==> config.mk <==
export PLATFORM = sky130hd
export DESIGN_NAME = tlc_top
export DESIGN_NICKNAME = d
export VERILOG_FILES = /design/src/design/tlc_pkg.sv /design/src/design/tlc_block_counter.sv /design/src/design/tlc_top.sv /design/src/design/tlc_trigger.sv
export SDC_FILE = /design/constraint.sdc
export NUM_CORES = 1
export LEC_CHECK = 0
export BUFFER_PORTS_ARGS = -buffer_cell sky130_fd_sc_hd__buf_2
export CAP_MARGIN = 10
export CORE_MARGIN = 2
export CORE_UTILIZATION = 30
export DETAILED_ROUTE_END_ITERATION = 12
export HOLD_SLACK_MARGIN = 0.08
export SKIP_CTS_REPAIR_TIMING = 1
export SYNTH_ARGS = -nofsm -noshare
export SYNTH_HDL_FRONTEND = slang
export SYNTH_SLANG_ARGS = --single-unit
==> constraint.sdc <==
create_clock -name sys_clk -period 4.65 [get_ports sys_clk]
set_input_delay 0.2325 -clock sys_clk [delete_from_list [all_inputs] [get_ports sys_clk]]
set_output_delay 0.2325 -clock sys_clk [all_outputs]
set_load 0.01 [all_outputs]
==> src/design/tlc_pkg.sv <==
// Constants, register map and state type for the trigger and logging control block.
// Assumes one clock (sys_clk, 100 MHz) and a plain register port with 16-bit data.
//
// Notes on behaviour
// - Always mode records straight after reset
// - Never mode records nothing at all
// - Triggered mode starts on trigger, stops per stop
// - Stop count is in 32k-sample parameter blocks
// - Block count is never below two
// - Until-full mode records until card is full
// - Trigger still active re-arms equal length segment
// - Segment lasts blocks times cycles per block
// - Event closes and restarts at 65535 blocks
// - Analog trigger needs value inside window
// - Analog compare is unsigned sixteen bit
// - Digital trigger compares each bit with mask
// - Mask bits AND by default, OR optional
// - Triggers ANDed, disabled counts active unless both
// - Only 16-bit parameters act as trigger sources
package tlc_pkg;

	// ----------------------------------------------------------------
	// Register offsets
	// ----------------------------------------------------------------
	localparam logic [3:0] OFS_CTRL        = 4'h0;
	localparam logic [3:0] OFS_BLOCKS      = 4'h1;
	localparam logic [3:0] OFS_CYC_PER_BLK = 4'h2;
	localparam logic [3:0] OFS_A_SEL       = 4'h3;
	localparam logic [3:0] OFS_A_LOW       = 4'h4;
	localparam logic [3:0] OFS_A_HIGH      = 4'h5;
	localparam logic [3:0] OFS_A_CARE      = 4'h6;
	localparam logic [3:0] OFS_A_VALUE     = 4'h7;
	localparam logic [3:0] OFS_B_SEL       = 4'h8;
	localparam logic [3:0] OFS_B_LOW       = 4'h9;
	localparam logic [3:0] OFS_B_HIGH      = 4'ha;
	localparam logic [3:0] OFS_B_CARE      = 4'hb;
	localparam logic [3:0] OFS_B_VALUE     = 4'hc;
	localparam logic [3:0] OFS_STATUS      = 4'hd;

	// ----------------------------------------------------------------
	// Control field positions
	// ----------------------------------------------------------------
	localparam int CTRL_MODE_LSB   = 0;
	localparam int CTRL_UNTIL_FULL = 2;
	localparam int CTRL_A_EN       = 3;
	localparam int CTRL_A_DIGITAL  = 4;
	localparam int CTRL_A_OR       = 5;
	localparam int CTRL_B_EN       = 6;
	localparam int CTRL_B_DIGITAL  = 7;
	localparam int CTRL_B_OR       = 8;
	localparam int CTRL_WIDTH      = 9;

	// Log condition codes
	localparam logic [1:0] MODE_ALWAYS    = 2'h0;
	localparam logic [1:0] MODE_NEVER     = 2'h1;
	localparam logic [1:0] MODE_TRIGGERED = 2'h2;

	// ----------------------------------------------------------------
	// Reset values and limits
	// ----------------------------------------------------------------
	localparam logic [8:0]  CTRL_RESET    = 9'h000;
	localparam logic [15:0] BLOCKS_MIN    = 16'h0002;
	localparam logic [15:0] BLOCKS_MAX    = 16'hffff;
	localparam logic [15:0] CYC_RESET     = 16'h0001;
	localparam logic [15:0] BLOCK_SAMPLES = 16'h8000;
	localparam logic [15:0] WORD_RESET    = 16'h0000;

	typedef enum logic [1:0] {st_idle, st_record, st_full} tlc_state_type;

endpackage : tlc_pkg

==> src/design/tlc_block_counter.sv <==
// Counts acquisition cycles into blocks, blocks into segments and into the event.
// Assumes cycle_tick is a one-cycle pulse per acquisition cycle and start clears all.
`timescale 1ns/1ps
module tlc_block_counter
(
	// Clock and reset
	input  wire logic        sys_clk,
	input  wire logic        rst_b,
	// Control
	input  wire logic        start,
	input  wire logic        run,
	input  wire logic        cycle_tick,
	input  wire logic [15:0] cycles_per_block,
	input  wire logic [15:0] blocks,
	// Events
	output logic             block_done,
	output logic             seg_done,
	output logic             event_limit
);

	logic [15:0] cyc_cnt;
	logic [15:0] blk_cnt;
	logic [15:0] evt_cnt;
	logic        blk_end;

	assign blk_end = run && cycle_tick && (cyc_cnt + 16'h0001 == cycles_per_block);

	always_ff @(posedge sys_clk)
	begin
		if (!rst_b || start)
			cyc_cnt <= 16'h0000;
		else if (blk_end)
			cyc_cnt <= 16'h0000;
		else if (run && cycle_tick)
			cyc_cnt <= cyc_cnt + 16'h0001;
	end

	// Segment length equals the block count, then wraps for a re-arm
	always_ff @(posedge sys_clk)
	begin
		if (!rst_b || start)
			blk_cnt <= 16'h0000;
		else if (blk_end)
			blk_cnt <= (blk_cnt + 16'h0001 == blocks) ? 16'h0000 : blk_cnt + 16'h0001;
	end

	always_ff @(posedge sys_clk)
	begin
		if (!rst_b || start)
			evt_cnt <= 16'h0000;
		else if (blk_end)
			evt_cnt <= evt_cnt + 16'h0001;
	end

	always_ff @(posedge sys_clk)
	begin
		if (!rst_b)
		begin
			block_done  <= 1'b0;
			seg_done    <= 1'b0;
			event_limit <= 1'b0;
		end
		else
		begin
			block_done  <= blk_end && !start;
			seg_done    <= blk_end && !start && (blk_cnt + 16'h0001 == blocks);
			event_limit <= blk_end && !start &&
				(evt_cnt + 16'h0001 == tlc_pkg::BLOCKS_MAX);
		end
	end
endmodule : tlc_block_counter

==> src/design/tlc_top.sv <==
// Top of the trigger and logging control block: registers, two triggers, log state machine.
// Assumes backplane strobes are on sys_clk; card_full comes from a pin and is synchronised.
//
// Implementation choices: the strobed register port and the register offsets.
`timescale 1ns/1ps
module tlc_top
(
	// Clock and reset
	input  wire logic        sys_clk,
	input  wire logic        rst_b,
	// Register port
	input  wire logic [3:0]  reg_addr,
	input  wire logic [15:0] reg_wdata,
	input  wire logic        reg_write,
	input  wire logic        reg_read,
	output logic      [15:0] reg_rdata,
	// Backplane parameter stream
	input  wire logic        param_valid,
	input  wire logic        param_is16,
	input  wire logic [7:0]  param_id,
	input  wire logic [15:0] param_data,
	input  wire logic        acq_cycle_tick,
	// Storage card
	input  wire logic        card_full,
	// Logging outputs
	output logic             log_enable,
	output logic             event_start,
	output logic             event_close,
	output logic             block_mark
);

	// ----------------------------------------------------------------
	// Register storage
	// ----------------------------------------------------------------
	logic [8:0]  ctrl;
	logic [15:0] blocks;
	logic [15:0] cyc_per_blk;
	logic [7:0]  a_sel;
	logic [15:0] a_low;
	logic [15:0] a_high;
	logic [15:0] a_care;
	logic [15:0] a_value;
	logic [7:0]  b_sel;
	logic [15:0] b_low;
	logic [15:0] b_high;
	logic [15:0] b_care;
	logic [15:0] b_value;
	logic [7:0]  event_count;

	logic                   card_meta;
	logic                   card_full_s;
	tlc_pkg::tlc_state_type state;
	tlc_pkg::tlc_state_type next_state;
	logic                   next_start;
	logic                   next_close;
	logic                   a_hit;
	logic                   b_hit;
	logic                   trig_go;
	logic                   blk_done;
	logic                   seg_done;
	logic                   evt_limit;
	logic [1:0]             mode;
	logic                   until_full;

	assign mode       = ctrl[tlc_pkg::CTRL_MODE_LSB +: 2];
	assign until_full = ctrl[tlc_pkg::CTRL_UNTIL_FULL];

	// Count writes below the minimum are raised to it, not refused
	function automatic logic [15:0] clamp_blocks(input logic [15:0] v);
		clamp_blocks = (v < tlc_pkg::BLOCKS_MIN) ? tlc_pkg::BLOCKS_MIN : v;
	endfunction : clamp_blocks

	always_ff @(posedge sys_clk)
	begin
		if (!rst_b)
		begin
			ctrl        <= tlc_pkg::CTRL_RESET;
			blocks      <= tlc_pkg::BLOCKS_MIN;
			cyc_per_blk <= tlc_pkg::CYC_RESET;
			a_sel       <= 8'h00;
			a_low       <= tlc_pkg::WORD_RESET;
			a_high      <= tlc_pkg::WORD_RESET;
			a_care      <= tlc_pkg::WORD_RESET;
			a_value     <= tlc_pkg::WORD_RESET;
			b_sel       <= 8'h00;
			b_low       <= tlc_pkg::WORD_RESET;
			b_high      <= tlc_pkg::WORD_RESET;
			b_care      <= tlc_pkg::WORD_RESET;
			b_value     <= tlc_pkg::WORD_RESET;
		end
		else if (reg_write)
		begin
			case (reg_addr)
				tlc_pkg::OFS_CTRL:        ctrl        <= reg_wdata[8:0];
				tlc_pkg::OFS_BLOCKS:      blocks      <= clamp_blocks(reg_wdata);
				tlc_pkg::OFS_CYC_PER_BLK: cyc_per_blk <= (reg_wdata == 16'h0000) ?
					tlc_pkg::CYC_RESET : reg_wdata;
				tlc_pkg::OFS_A_SEL:       a_sel       <= reg_wdata[7:0];
				tlc_pkg::OFS_A_LOW:       a_low       <= reg_wdata;
				tlc_pkg::OFS_A_HIGH:      a_high      <= reg_wdata;
				tlc_pkg::OFS_A_CARE:      a_care      <= reg_wdata;
				tlc_pkg::OFS_A_VALUE:     a_value     <= reg_wdata;
				tlc_pkg::OFS_B_SEL:       b_sel       <= reg_wdata[7:0];
				tlc_pkg::OFS_B_LOW:       b_low       <= reg_wdata;
				tlc_pkg::OFS_B_HIGH:      b_high      <= reg_wdata;
				tlc_pkg::OFS_B_CARE:      b_care      <= reg_wdata;
				tlc_pkg::OFS_B_VALUE:     b_value     <= reg_wdata;
				default:                  ;
			endcase
		end
	end

	// ----------------------------------------------------------------
	// Read port, data valid only in the cycle after the strobe
	// ----------------------------------------------------------------
	always_ff @(posedge sys_clk)
	begin
		if (!rst_b || !reg_read)
			reg_rdata <= 16'h0000;
		else
		begin
			case (reg_addr)
				tlc_pkg::OFS_CTRL:        reg_rdata <= {7'h00, ctrl};
				tlc_pkg::OFS_BLOCKS:      reg_rdata <= blocks;
				tlc_pkg::OFS_CYC_PER_BLK: reg_rdata <= cyc_per_blk;
				tlc_pkg::OFS_A_SEL:       reg_rdata <= {8'h00, a_sel};
				tlc_pkg::OFS_A_LOW:       reg_rdata <= a_low;
				tlc_pkg::OFS_A_HIGH:      reg_rdata <= a_high;
				tlc_pkg::OFS_A_CARE:      reg_rdata <= a_care;
				tlc_pkg::OFS_A_VALUE:     reg_rdata <= a_value;
				tlc_pkg::OFS_B_SEL:       reg_rdata <= {8'h00, b_sel};
				tlc_pkg::OFS_B_LOW:       reg_rdata <= b_low;
				tlc_pkg::OFS_B_HIGH:      reg_rdata <= b_high;
				tlc_pkg::OFS_B_CARE:      reg_rdata <= b_care;
				tlc_pkg::OFS_B_VALUE:     reg_rdata <= b_value;
				tlc_pkg::OFS_STATUS:      reg_rdata <= {2'h0, state, a_hit, b_hit,
					card_full_s, log_enable, event_count};
				default:                  reg_rdata <= 16'h0000;
			endcase
		end
	end

	// ----------------------------------------------------------------
	// Card full pin synchroniser
	// ----------------------------------------------------------------
	always_ff @(posedge sys_clk)
	begin
		if (!rst_b)
		begin
			card_meta   <= 1'b0;
			card_full_s <= 1'b0;
		end
		else
		begin
			card_meta   <= card_full;
			card_full_s <= card_meta;
		end
	end

	// ----------------------------------------------------------------
	// Triggers
	// ----------------------------------------------------------------
	tlc_trigger u_trig_a
	(
		.sys_clk     (sys_clk),
		.rst_b       (rst_b),
		.digital     (ctrl[tlc_pkg::CTRL_A_DIGITAL]),
		.or_mode     (ctrl[tlc_pkg::CTRL_A_OR]),
		.sel         (a_sel),
		.low         (a_low),
		.high        (a_high),
		.care        (a_care),
		.value       (a_value),
		.param_valid (param_valid),
		.param_is16  (param_is16),
		.param_id    (param_id),
		.param_data  (param_data),
		.hit         (a_hit)
	);

	tlc_trigger u_trig_b
	(
		.sys_clk     (sys_clk),
		.rst_b       (rst_b),
		.digital     (ctrl[tlc_pkg::CTRL_B_DIGITAL]),
		.or_mode     (ctrl[tlc_pkg::CTRL_B_OR]),
		.sel         (b_sel),
		.low         (b_low),
		.high        (b_high),
		.care        (b_care),
		.value       (b_value),
		.param_valid (param_valid),
		.param_is16  (param_is16),
		.param_id    (param_id),
		.param_data  (param_data),
		.hit         (b_hit)
	);

	// Both off gives no trigger; a single disabled one reads as active
	assign trig_go = (ctrl[tlc_pkg::CTRL_A_EN] || ctrl[tlc_pkg::CTRL_B_EN]) &&
		(!ctrl[tlc_pkg::CTRL_A_EN] || a_hit) &&
		(!ctrl[tlc_pkg::CTRL_B_EN] || b_hit);

	tlc_block_counter u_count
	(
		.sys_clk          (sys_clk),
		.rst_b            (rst_b),
		.start            (next_start),
		.run              (state == tlc_pkg::st_record),
		.cycle_tick       (acq_cycle_tick),
		.cycles_per_block (cyc_per_blk),
		.blocks           (blocks),
		.block_done       (blk_done),
		.seg_done         (seg_done),
		.event_limit      (evt_limit)
	);

	// ----------------------------------------------------------------
	// Log state machine
	// ----------------------------------------------------------------
	always_comb
	begin
		next_state = state;
		next_start = 1'b0;
		next_close = 1'b0;
		case (state)
			tlc_pkg::st_idle:
			begin
				if (card_full_s)
					next_state = tlc_pkg::st_full;
				else if (mode == tlc_pkg::MODE_ALWAYS ||
					(mode == tlc_pkg::MODE_TRIGGERED && trig_go))
				begin
					next_state = tlc_pkg::st_record;
					next_start = 1'b1;
				end
			end
			tlc_pkg::st_record:
			begin
				if (card_full_s)
				begin
					next_state = tlc_pkg::st_full;
					next_close = 1'b1;
				end
				else if (mode != tlc_pkg::MODE_ALWAYS && mode != tlc_pkg::MODE_TRIGGERED)
				begin
					next_state = tlc_pkg::st_idle;
					next_close = 1'b1;
				end
				else if (evt_limit)
				begin
					next_close = 1'b1;
					next_start = 1'b1;
				end
				else if (seg_done && mode == tlc_pkg::MODE_TRIGGERED &&
					!until_full && !trig_go)
				begin
					next_state = tlc_pkg::st_idle;
					next_close = 1'b1;
				end
			end
			tlc_pkg::st_full:
			begin
				// The open block at the fill point may be incomplete
				if (!card_full_s)
					next_state = tlc_pkg::st_idle;
			end
			default:
				next_state = tlc_pkg::st_idle;
		endcase
		if (mode == tlc_pkg::MODE_NEVER)
			next_start = 1'b0;
	end

	always_ff @(posedge sys_clk)
	begin
		if (!rst_b)
			state <= tlc_pkg::st_idle;
		else
			state <= next_state;
	end

	always_ff @(posedge sys_clk)
	begin
		if (!rst_b)
		begin
			log_enable  <= 1'b0;
			event_start <= 1'b0;
			event_close <= 1'b0;
			block_mark  <= 1'b0;
		end
		else
		begin
			log_enable  <= (next_state == tlc_pkg::st_record);
			event_start <= next_start;
			event_close <= next_close;
			block_mark  <= blk_done;
		end
	end

	always_ff @(posedge sys_clk)
	begin
		if (!rst_b)
			event_count <= 8'h00;
		else if (next_start)
			event_count <= event_count + 8'h01;
	end
endmodule : tlc_top

==> src/design/tlc_trigger.sv <==
// One trigger channel: window compare or bit-mask compare on a selected parameter.
// Assumes backplane samples arrive on sys_clk as one-cycle valid strobes.
`timescale 1ns/1ps
module tlc_trigger
(
	// Clock and reset
	input  wire logic        sys_clk,
	input  wire logic        rst_b,
	// Configuration
	input  wire logic        digital,
	input  wire logic        or_mode,
	input  wire logic [7:0]  sel,
	input  wire logic [15:0] low,
	input  wire logic [15:0] high,
	input  wire logic [15:0] care,
	input  wire logic [15:0] value,
	// Backplane samples
	input  wire logic        param_valid,
	input  wire logic        param_is16,
	input  wire logic [7:0]  param_id,
	input  wire logic [15:0] param_data,
	// Result
	output logic             hit
);

	logic        take;
	logic [15:0] bit_ok;
	logic        analog_hit;
	logic        digital_hit;

	// Narrower parameters are ignored, the last result stands
	assign take = param_valid && param_is16 && (param_id == sel);
	// Unsigned window, both bound tests must hold
	assign analog_hit = (param_data >= low) && (param_data <= high);
	// Per-bit match; ignored positions never count
	assign bit_ok = ~(param_data ^ value) & care;
	assign digital_hit = or_mode ? (|bit_ok) : (bit_ok == care);

	always_ff @(posedge sys_clk)
	begin
		if (!rst_b)
			hit <= 1'b0;
		else if (take)
			hit <= digital ? digital_hit : analog_hit;
	end
endmodule : tlc_trigger

==> results of run 1 <==
==> logic make-up after synthesis <==
kind of cell | Yosys count
xor+xnor | 120
compound gates | 487
buf+inv | 232
flops | 270
fa+ha+maj | 69
simple gates | 722
mux | 12
==> worst reg2reg max path: cells and delay by family, from the launching register on <==
| kind | cells | cell delay, ns |
|---|---|---|
| AND/OR/NAND/NOR | 5 | 1.82 |
| buffers and inverters | 1 | 0.23 |
| flip-flops | 1 | 0.44 |
| adder cells (fa/ha/maj) | 1 | 0.32 |
| AO/OA/AOI/OAI | 2 | 0.81 |
==> layer usage <==
metal | vias up | GRT usage (%) | wire, µm
met5 | - | 0 | 27
met4 | 4 | 6.09 | 1780
met3 | 118 | 4.57 | 5670
met2 | 708 | 32.3 | 23900
met1 | 7037 | 30.6 | 24900
li1 | 6742 | - | -
==> synth_stat cells, drive strengths merged (3+ instances only) <==
master and count:
a32oi 16, o21ai 38, a2111oi 9, ha 69
a31oi 20, nor3b 4, or2 4, nand4 33
o31ai 9, nor2 74, nor2b 11, a22o 39
a221oi 35, or4 11, and2 17, nand2 403
mux2i 11, buf 10, dfxtp 270, clkbuf 114
inv 107, o22ai 17, a21oi 216, a22oi 23
or3 12, a222oi 8, xor2 68, a211oi 3
nor4 18, xnor2 51, nand3 51, nor3 29
and3 21, o41ai 15, and4 9, o211ai 5
o21a 5, nand2b 13, nand3b 5, a221o 5
a21o 13
==> path summary, 6_finish.rpt <==
check                      from                  end  cells past startpoint
max          u_count.cyc_cnt[0]  u_count.blk_cnt[11]                      9
min                reg_wdata[8]           b_value[8]                      3
max reg2reg  u_count.cyc_cnt[0]  u_count.blk_cnt[11]                      9
min reg2reg  u_count.block_done           block_mark                      1
==> per-stage QoR <==
step	cell area [µm²]	hold WS (ns)
3_5_place_dp	15800	0.422
3_3_place_gp	15800	0.422
6_report	16700	0.0831
2_1_floorplan	14900	0.360
4_1_cts	16700	-0.152
5_1_grt	16700	0.0852
==> registers in the layout, indices dropped and copies added (netlist names), 9 cells and up <==
register and flops:
a_care 16, a_high 16, a_low 16, a_value 16, b_care 16, b_high 16
b_low 16, b_value 16, blocks 16, ctrl 9, cyc_per_blk 16, reg_rdata 16
u_count.blk_cnt 16, u_count.cyc_cnt 16, u_count.evt_cnt 16
==> final cells by class <==
cell class / count / area, µm² / share of cell area (%)
Clock buffer: 35 / 788 / 4.71
Sequential cell: 270 / 5410 / 32.3
Tap cell: 664 / 831 / 4.96
Antenna cell: 3 / 7.51 / 0.0448
Inverter: 108 / 410 / 2.45
Clock inverter: 17 / 173 / 1.03
Timing Repair Buffer: 91 / 508 / 3.03
Multi-Input combinational cell: 1410 / 8620 / 51.5
==> power groups by stage <==
| stage | registers [W] | clock network [W] | logic [W] |
|---|---|---|---|
| 3_3_place_gp | 0.00244 | 0 | 0.000432 |
| 2_1_floorplan | 0.00242 | 0 | 0.000268 |
| 6_report | 0.00239 | 0.00239 | 0.000452 |
| 3_5_place_dp | 0.00244 | 0 | 0.000440 |
| 4_1_cts | 0.00238 | 0.00242 | 0.000441 |
| 5_1_grt | 0.00239 | 0.00252 | 0.000489 |
==> flow_summary.ini, run 1 <==
[yosys]
synth_seq_area_share_pct = 36.3
netlist_area_um2 = 14900
synthCells = 1912
syn_nets = 2033
yosysTopAreaCellShare_pct = 36.3
synth_xor_area_share_pct = 7.16
async_reset_ff_share_pct = 0
synth_top_family_by_area = simple AND/OR/NAND/NOR gates
synth_edf_count = 0
synthSimpleGateAreaFrac_pct = 22.4
netlist_top_cells_area = dfxtp_1, nand2_1, a21oi_1
yosysTopAreaCell = dfxtp_1
ys_ff_latch = 270
synthAdderAreaFrac_pct = 5.81
synth.distinct_cells = 66
syn_avg_cell_area_um2 = 7.78
synth.area.mux_share_pct = 0.816
dominantRegCellSynth = dfxtp_1
synth_compound_area_share_pct = 21.5
yosysWarningCount = 0

[drt]
drtPass1Iterations = 7
viasPerCell = 5.62
wire_per_inst_um = 21.6
drt_iter0_drc = 1465
route.detailed.drc = 0
vias = 14600
routed_wl_um = 56200
antenna_left = 0

[place]
port_buffers = 71
finalWeightedCongestion = 0.964
dp_slack_ns = 0.970
post-dp-hpwl_um = 41300
dpl.cell_count = 2542

[floorplanning]
die_area_um2 = 51400
pin_count = 72
initial_core_util_pct = 30.4
die_h_um = 227
rows = 81
die_x_um = 227
core_um2 = 49000

[cells_and_area]
area_growth_syn_to_layout_pct = 12.6
drive_above_1_share_pct = 8.23
final_common_cell = nand2_1
fin_nets = 2031
fillers = 5096
layout.cells.non_filler = 2598
fin_util_pct = 34.2
layout_common_cells = nand2_1, dfxtp_1, a21oi_1

[clock_network]
clk_latency_ns = 0.58
clk_pin_slew_ns = 0.07
cts_sinks = 270
cts-root-buf = clkbuf_16
clockBufferDepth = 3
htree_levels = 1
cts_tree = built
cts_buffers = 29

[timing]
setup_ws_ns = 0.951
rsz0062_at_grt = no
final_max_slew_viol_count = 0
setup_viol = 0
hold_violations = 0
fin_crit_sh_pct = 79.5
tns_ns = 0
max_freq_mhz = 270
slew_headroom_pct = 24.8
fin_worst_skew_ns = 0.0136
period_minus_slack_ns = 3.70
worstMarginPinSlew_ns = 1.13

[power]
pwr-share-seq_pct = 45.6
p_comb_share_pct = 8.6
intPower_w = 0.00384
clock_power_share_pct = 45.7
power_density_nw_per_um2 = 313
netSwitchingFraction_pct = 26.6
power_w = 0.00523
ir_drop_v = 0.000272
p_leak_nw = 5.62
p_sw_w = 0.00139

[worst_setup_path]
critPathTopFamily = simple AND/OR/NAND/NOR gates
path_cells = ha_1, nand3_4, or4_4, a2111oi_4, nand3_1, or4_1, buf_4, nand2b_1, o41ai_1
cp.arrival_ns = 4.17
worst-path-buf-inv = 1
cpMaxStageDelayCell = or4_4
r2r_setup_slack_ns = 0.95
worstPathRequired_ns = 5.12
cpPeakStageDelay_ns = 0.58
start_kind = flip-flop
path_max_fanout = 20
endpoint_kind = flip-flop
crit_type = reg2reg

[global_routing]
grt_pass1_vias = 13200
grt_overflow_total = 0
grt_pass1_wl_um = 83500
grt_use_total_pct = 21.4
grt_start_max_net_pins = 129
grt_antenna_before_repair = 5

[run_status]
status = finished clean

[worst_hold_path]
min_path_type = in2reg

[flow_run]
maxCapViolations = 0
(Power assumes the default switching activity.)
==> run 2: changes to the inputs <==
==> constraint.sdc (replaced) <==
create_clock -name sys_clk -period 3.3 [get_ports sys_clk]
set_input_delay 0.165 -clock sys_clk [delete_from_list [all_inputs] [get_ports sys_clk]]
set_output_delay 0.165 -clock sys_clk [all_outputs]
set_load 0.01 [all_outputs]
==> run 2 against run 1 <==
First-iteration DRC count increased by 23%. Highest routed layer unchanged. Cell count is 1.5% higher. Die area did not move. Clock power is 45% higher. Register-to-register slack worse by 0.80 ns. Combinational power increased by 50%. Global-route usage up 0.21 points. Routed wire length is 1.5% higher. Core utilization up 0.80 points. Sequential cell count is the same. Maximum frequency increased by 18%.
==> flow_summary.ini, run 2 (synthesized netlist as in run 1, its figures left out) <==
[timing]
worstMarginPinSlew_ns = 1.12
hold_violations = 0
final_max_slew_viol_count = 0
period_minus_slack_ns = 3.15
rsz0062_at_grt = no
fin_worst_skew_ns = 0.0128
max_freq_mhz = 318
setup_viol = 0
fin_crit_sh_pct = 95.4
slew_headroom_pct = 25.1
tns_ns = 0
whs_ns = 0.0810

[cells_and_area]
area_growth_syn_to_layout_pct = 15.2
final_area_um2 = 17100
final_common_cell = nand2_1
drive_above_1_share_pct = 9.23
fillers = 5158
layout.cells.non_filler = 2636
fin_nets = 2070
layout_common_cells = nand2_1, dfxtp_1, a21oi_1

[floorplanning]
initial_core_util_pct = 30.4
pin_count = 72
rows = 81
core_um2 = 49000
die_h_um = 227
die_x_um = 227
die_area_um2 = 51400

[clock_network]
cts-root-buf = clkbuf_16
clk_pin_slew_ns = 0.06
clockBufferDepth = 3
cts_buffers = 30
htree_levels = 1
cts_tree = built
cts_sinks = 270
clk_latency_ns = 0.58

[run_status]
status = finished clean

[drt]
antenna_left = 0
route.detailed.drc = 0
vias = 14700
viasPerCell = 5.58
routed_wl_um = 57100
wire_per_inst_um = 21.6
drt_iter0_drc = 1797
drtPass1Iterations = 6

[power]
power_w = 0.00752
pwr-share-seq_pct = 44.8
clock_power_share_pct = 46.2
p_sw_w = 0.00197
power_density_nw_per_um2 = 439
p_leak_nw = 5.83
ir_drop_v = 0.000340
netSwitchingFraction_pct = 26.2
p_comb_share_pct = 9.0
intPower_w = 0.00554

[worst_setup_path]
r2r_end = u_count.evt_cnt[15]
path_cells = ha_2, nand3_4, or4_4, a2111oi_4, o21ai_1, or4_4, or4_1, a21oi_1
rr_startpoint = u_count.cyc_cnt[1]
path_max_fanout = 15
cpPeakStageDelay_ns = 0.56
endpoint_kind = flip-flop
start_kind = flip-flop
cp.arrival_ns = 3.64
worstPathRequired_ns = 3.80
worst-path-buf-inv = 0
crit_type = reg2reg
crit_top_cell = or4_4
rr_worst_depth = 8
cpMaxStageDelayCell = or4_4
critPathTopFamily = simple AND/OR/NAND/NOR gates
r2r_setup_slack_ns = 0.15

[global_routing]
grt_start_max_net_pins = 195
grt_overflow_total = 0
grt_use_total_pct = 21.7
grt_pass1_wl_um = 84200
grt_antenna_before_repair = 3
grt_pass1_vias = 13300

[place]
dpl.cell_count = 2562
place_area_um2 = 15900
finalWeightedCongestion = 0.982
port_buffers = 71
post-dp-hpwl_um = 41400

[worst_hold_path]
min_path_type = in2reg
hold_end = u_trig_b.hit
min_path_cells = 4
hold_start = param_is16

[flow_run]
maxCapViolations = 0
## run 2: changes by cell type in the layout (fill, tap and decap cells not counted), moves of 2 or more
cell           before  now
clkbuf_1            2    5
dlygate4sd3_1       1   18
diode_2             3    1
clkinv_2           10    8
buf_4              19   38
clkbuf_16          29   31
## run 2: worst max-delay path by stage
stage                                   from                  end  slack (ns)  depth (start not counted)
final                     u_count.cyc_cnt[1]  u_count.evt_cnt[15]        0.15                          8
after global routing      u_count.cyc_cnt[2]  u_count.evt_cnt[15]       0.006                          7
after CTS                 u_count.cyc_cnt[1]  u_count.blk_cnt[11]       -0.05                          8
after detailed placement  u_count.cyc_cnt[0]   u_count.blk_cnt[9]       -0.04                          8
after global placement    u_count.cyc_cnt[0]   u_count.blk_cnt[9]        0.05                          8
after floorplan           u_count.cyc_cnt[0]  u_count.event_limit        0.15                          9
## run 2: worst reg2reg max path, stage by stage (launching register included)
cell       delay (ns)
dfxtp_1          0.34
ha_2             0.24
nand3_4          0.08
or4_4            0.56
a2111oi_4        0.41
o21ai_1          0.18
or4_4            0.54
or4_1            0.53
a21oi_1          0.18
## run 2: power groups by stage
stage	combinational [W]	clock, W	sequential (W)
4_1_cts	0.000639	0.00352	0.00336
6_report	0.000679	0.00347	0.00336
3_5_place_dp	0.000636	0	0.00343
3_3_place_gp	0.000625	0	0.00343
2_1_floorplan	0.000378	0	0.00341
5_1_grt	0.000726	0.00366	0.00337
## run 2: final cells by class
class | instances | area [µm²] | area share (%)
sequential | 270 | 5410 | 31.6
tap | 664 | 831 | 4.85
timing repair buffer | 128 | 841 | 4.91
clock inverter | 14 | 155 | 0.906
multi-input combinational | 1411 | 8640 | 50.4
antenna | 1 | 2.50 | 0.0146
clock buffer | 40 | 850 | 4.96
inverter | 108 | 410 | 2.40
## run 2: layer usage
layer | vias to the layer above | global-route usage (%) | wire [µm]
li1 | 6837 | - | -
met1 | 7072 | 30.3 | 24900
met2 | 721 | 32.8 | 24900
met3 | 82 | 5.82 | 5930
met4 | 2 | 5.37 | 1300
met5 | - | 0 | 11
## run 2: stage by stage
step / worst slack, ns / util (%)
floorplan: 0.153 / -
global placement: 0.0533 / 32.5
detailed placement: -0.0443 / 32.5
CTS: -0.0468 / 34.6
global route: 0.00596 / 35.0
finish: 0.153 / 35.0
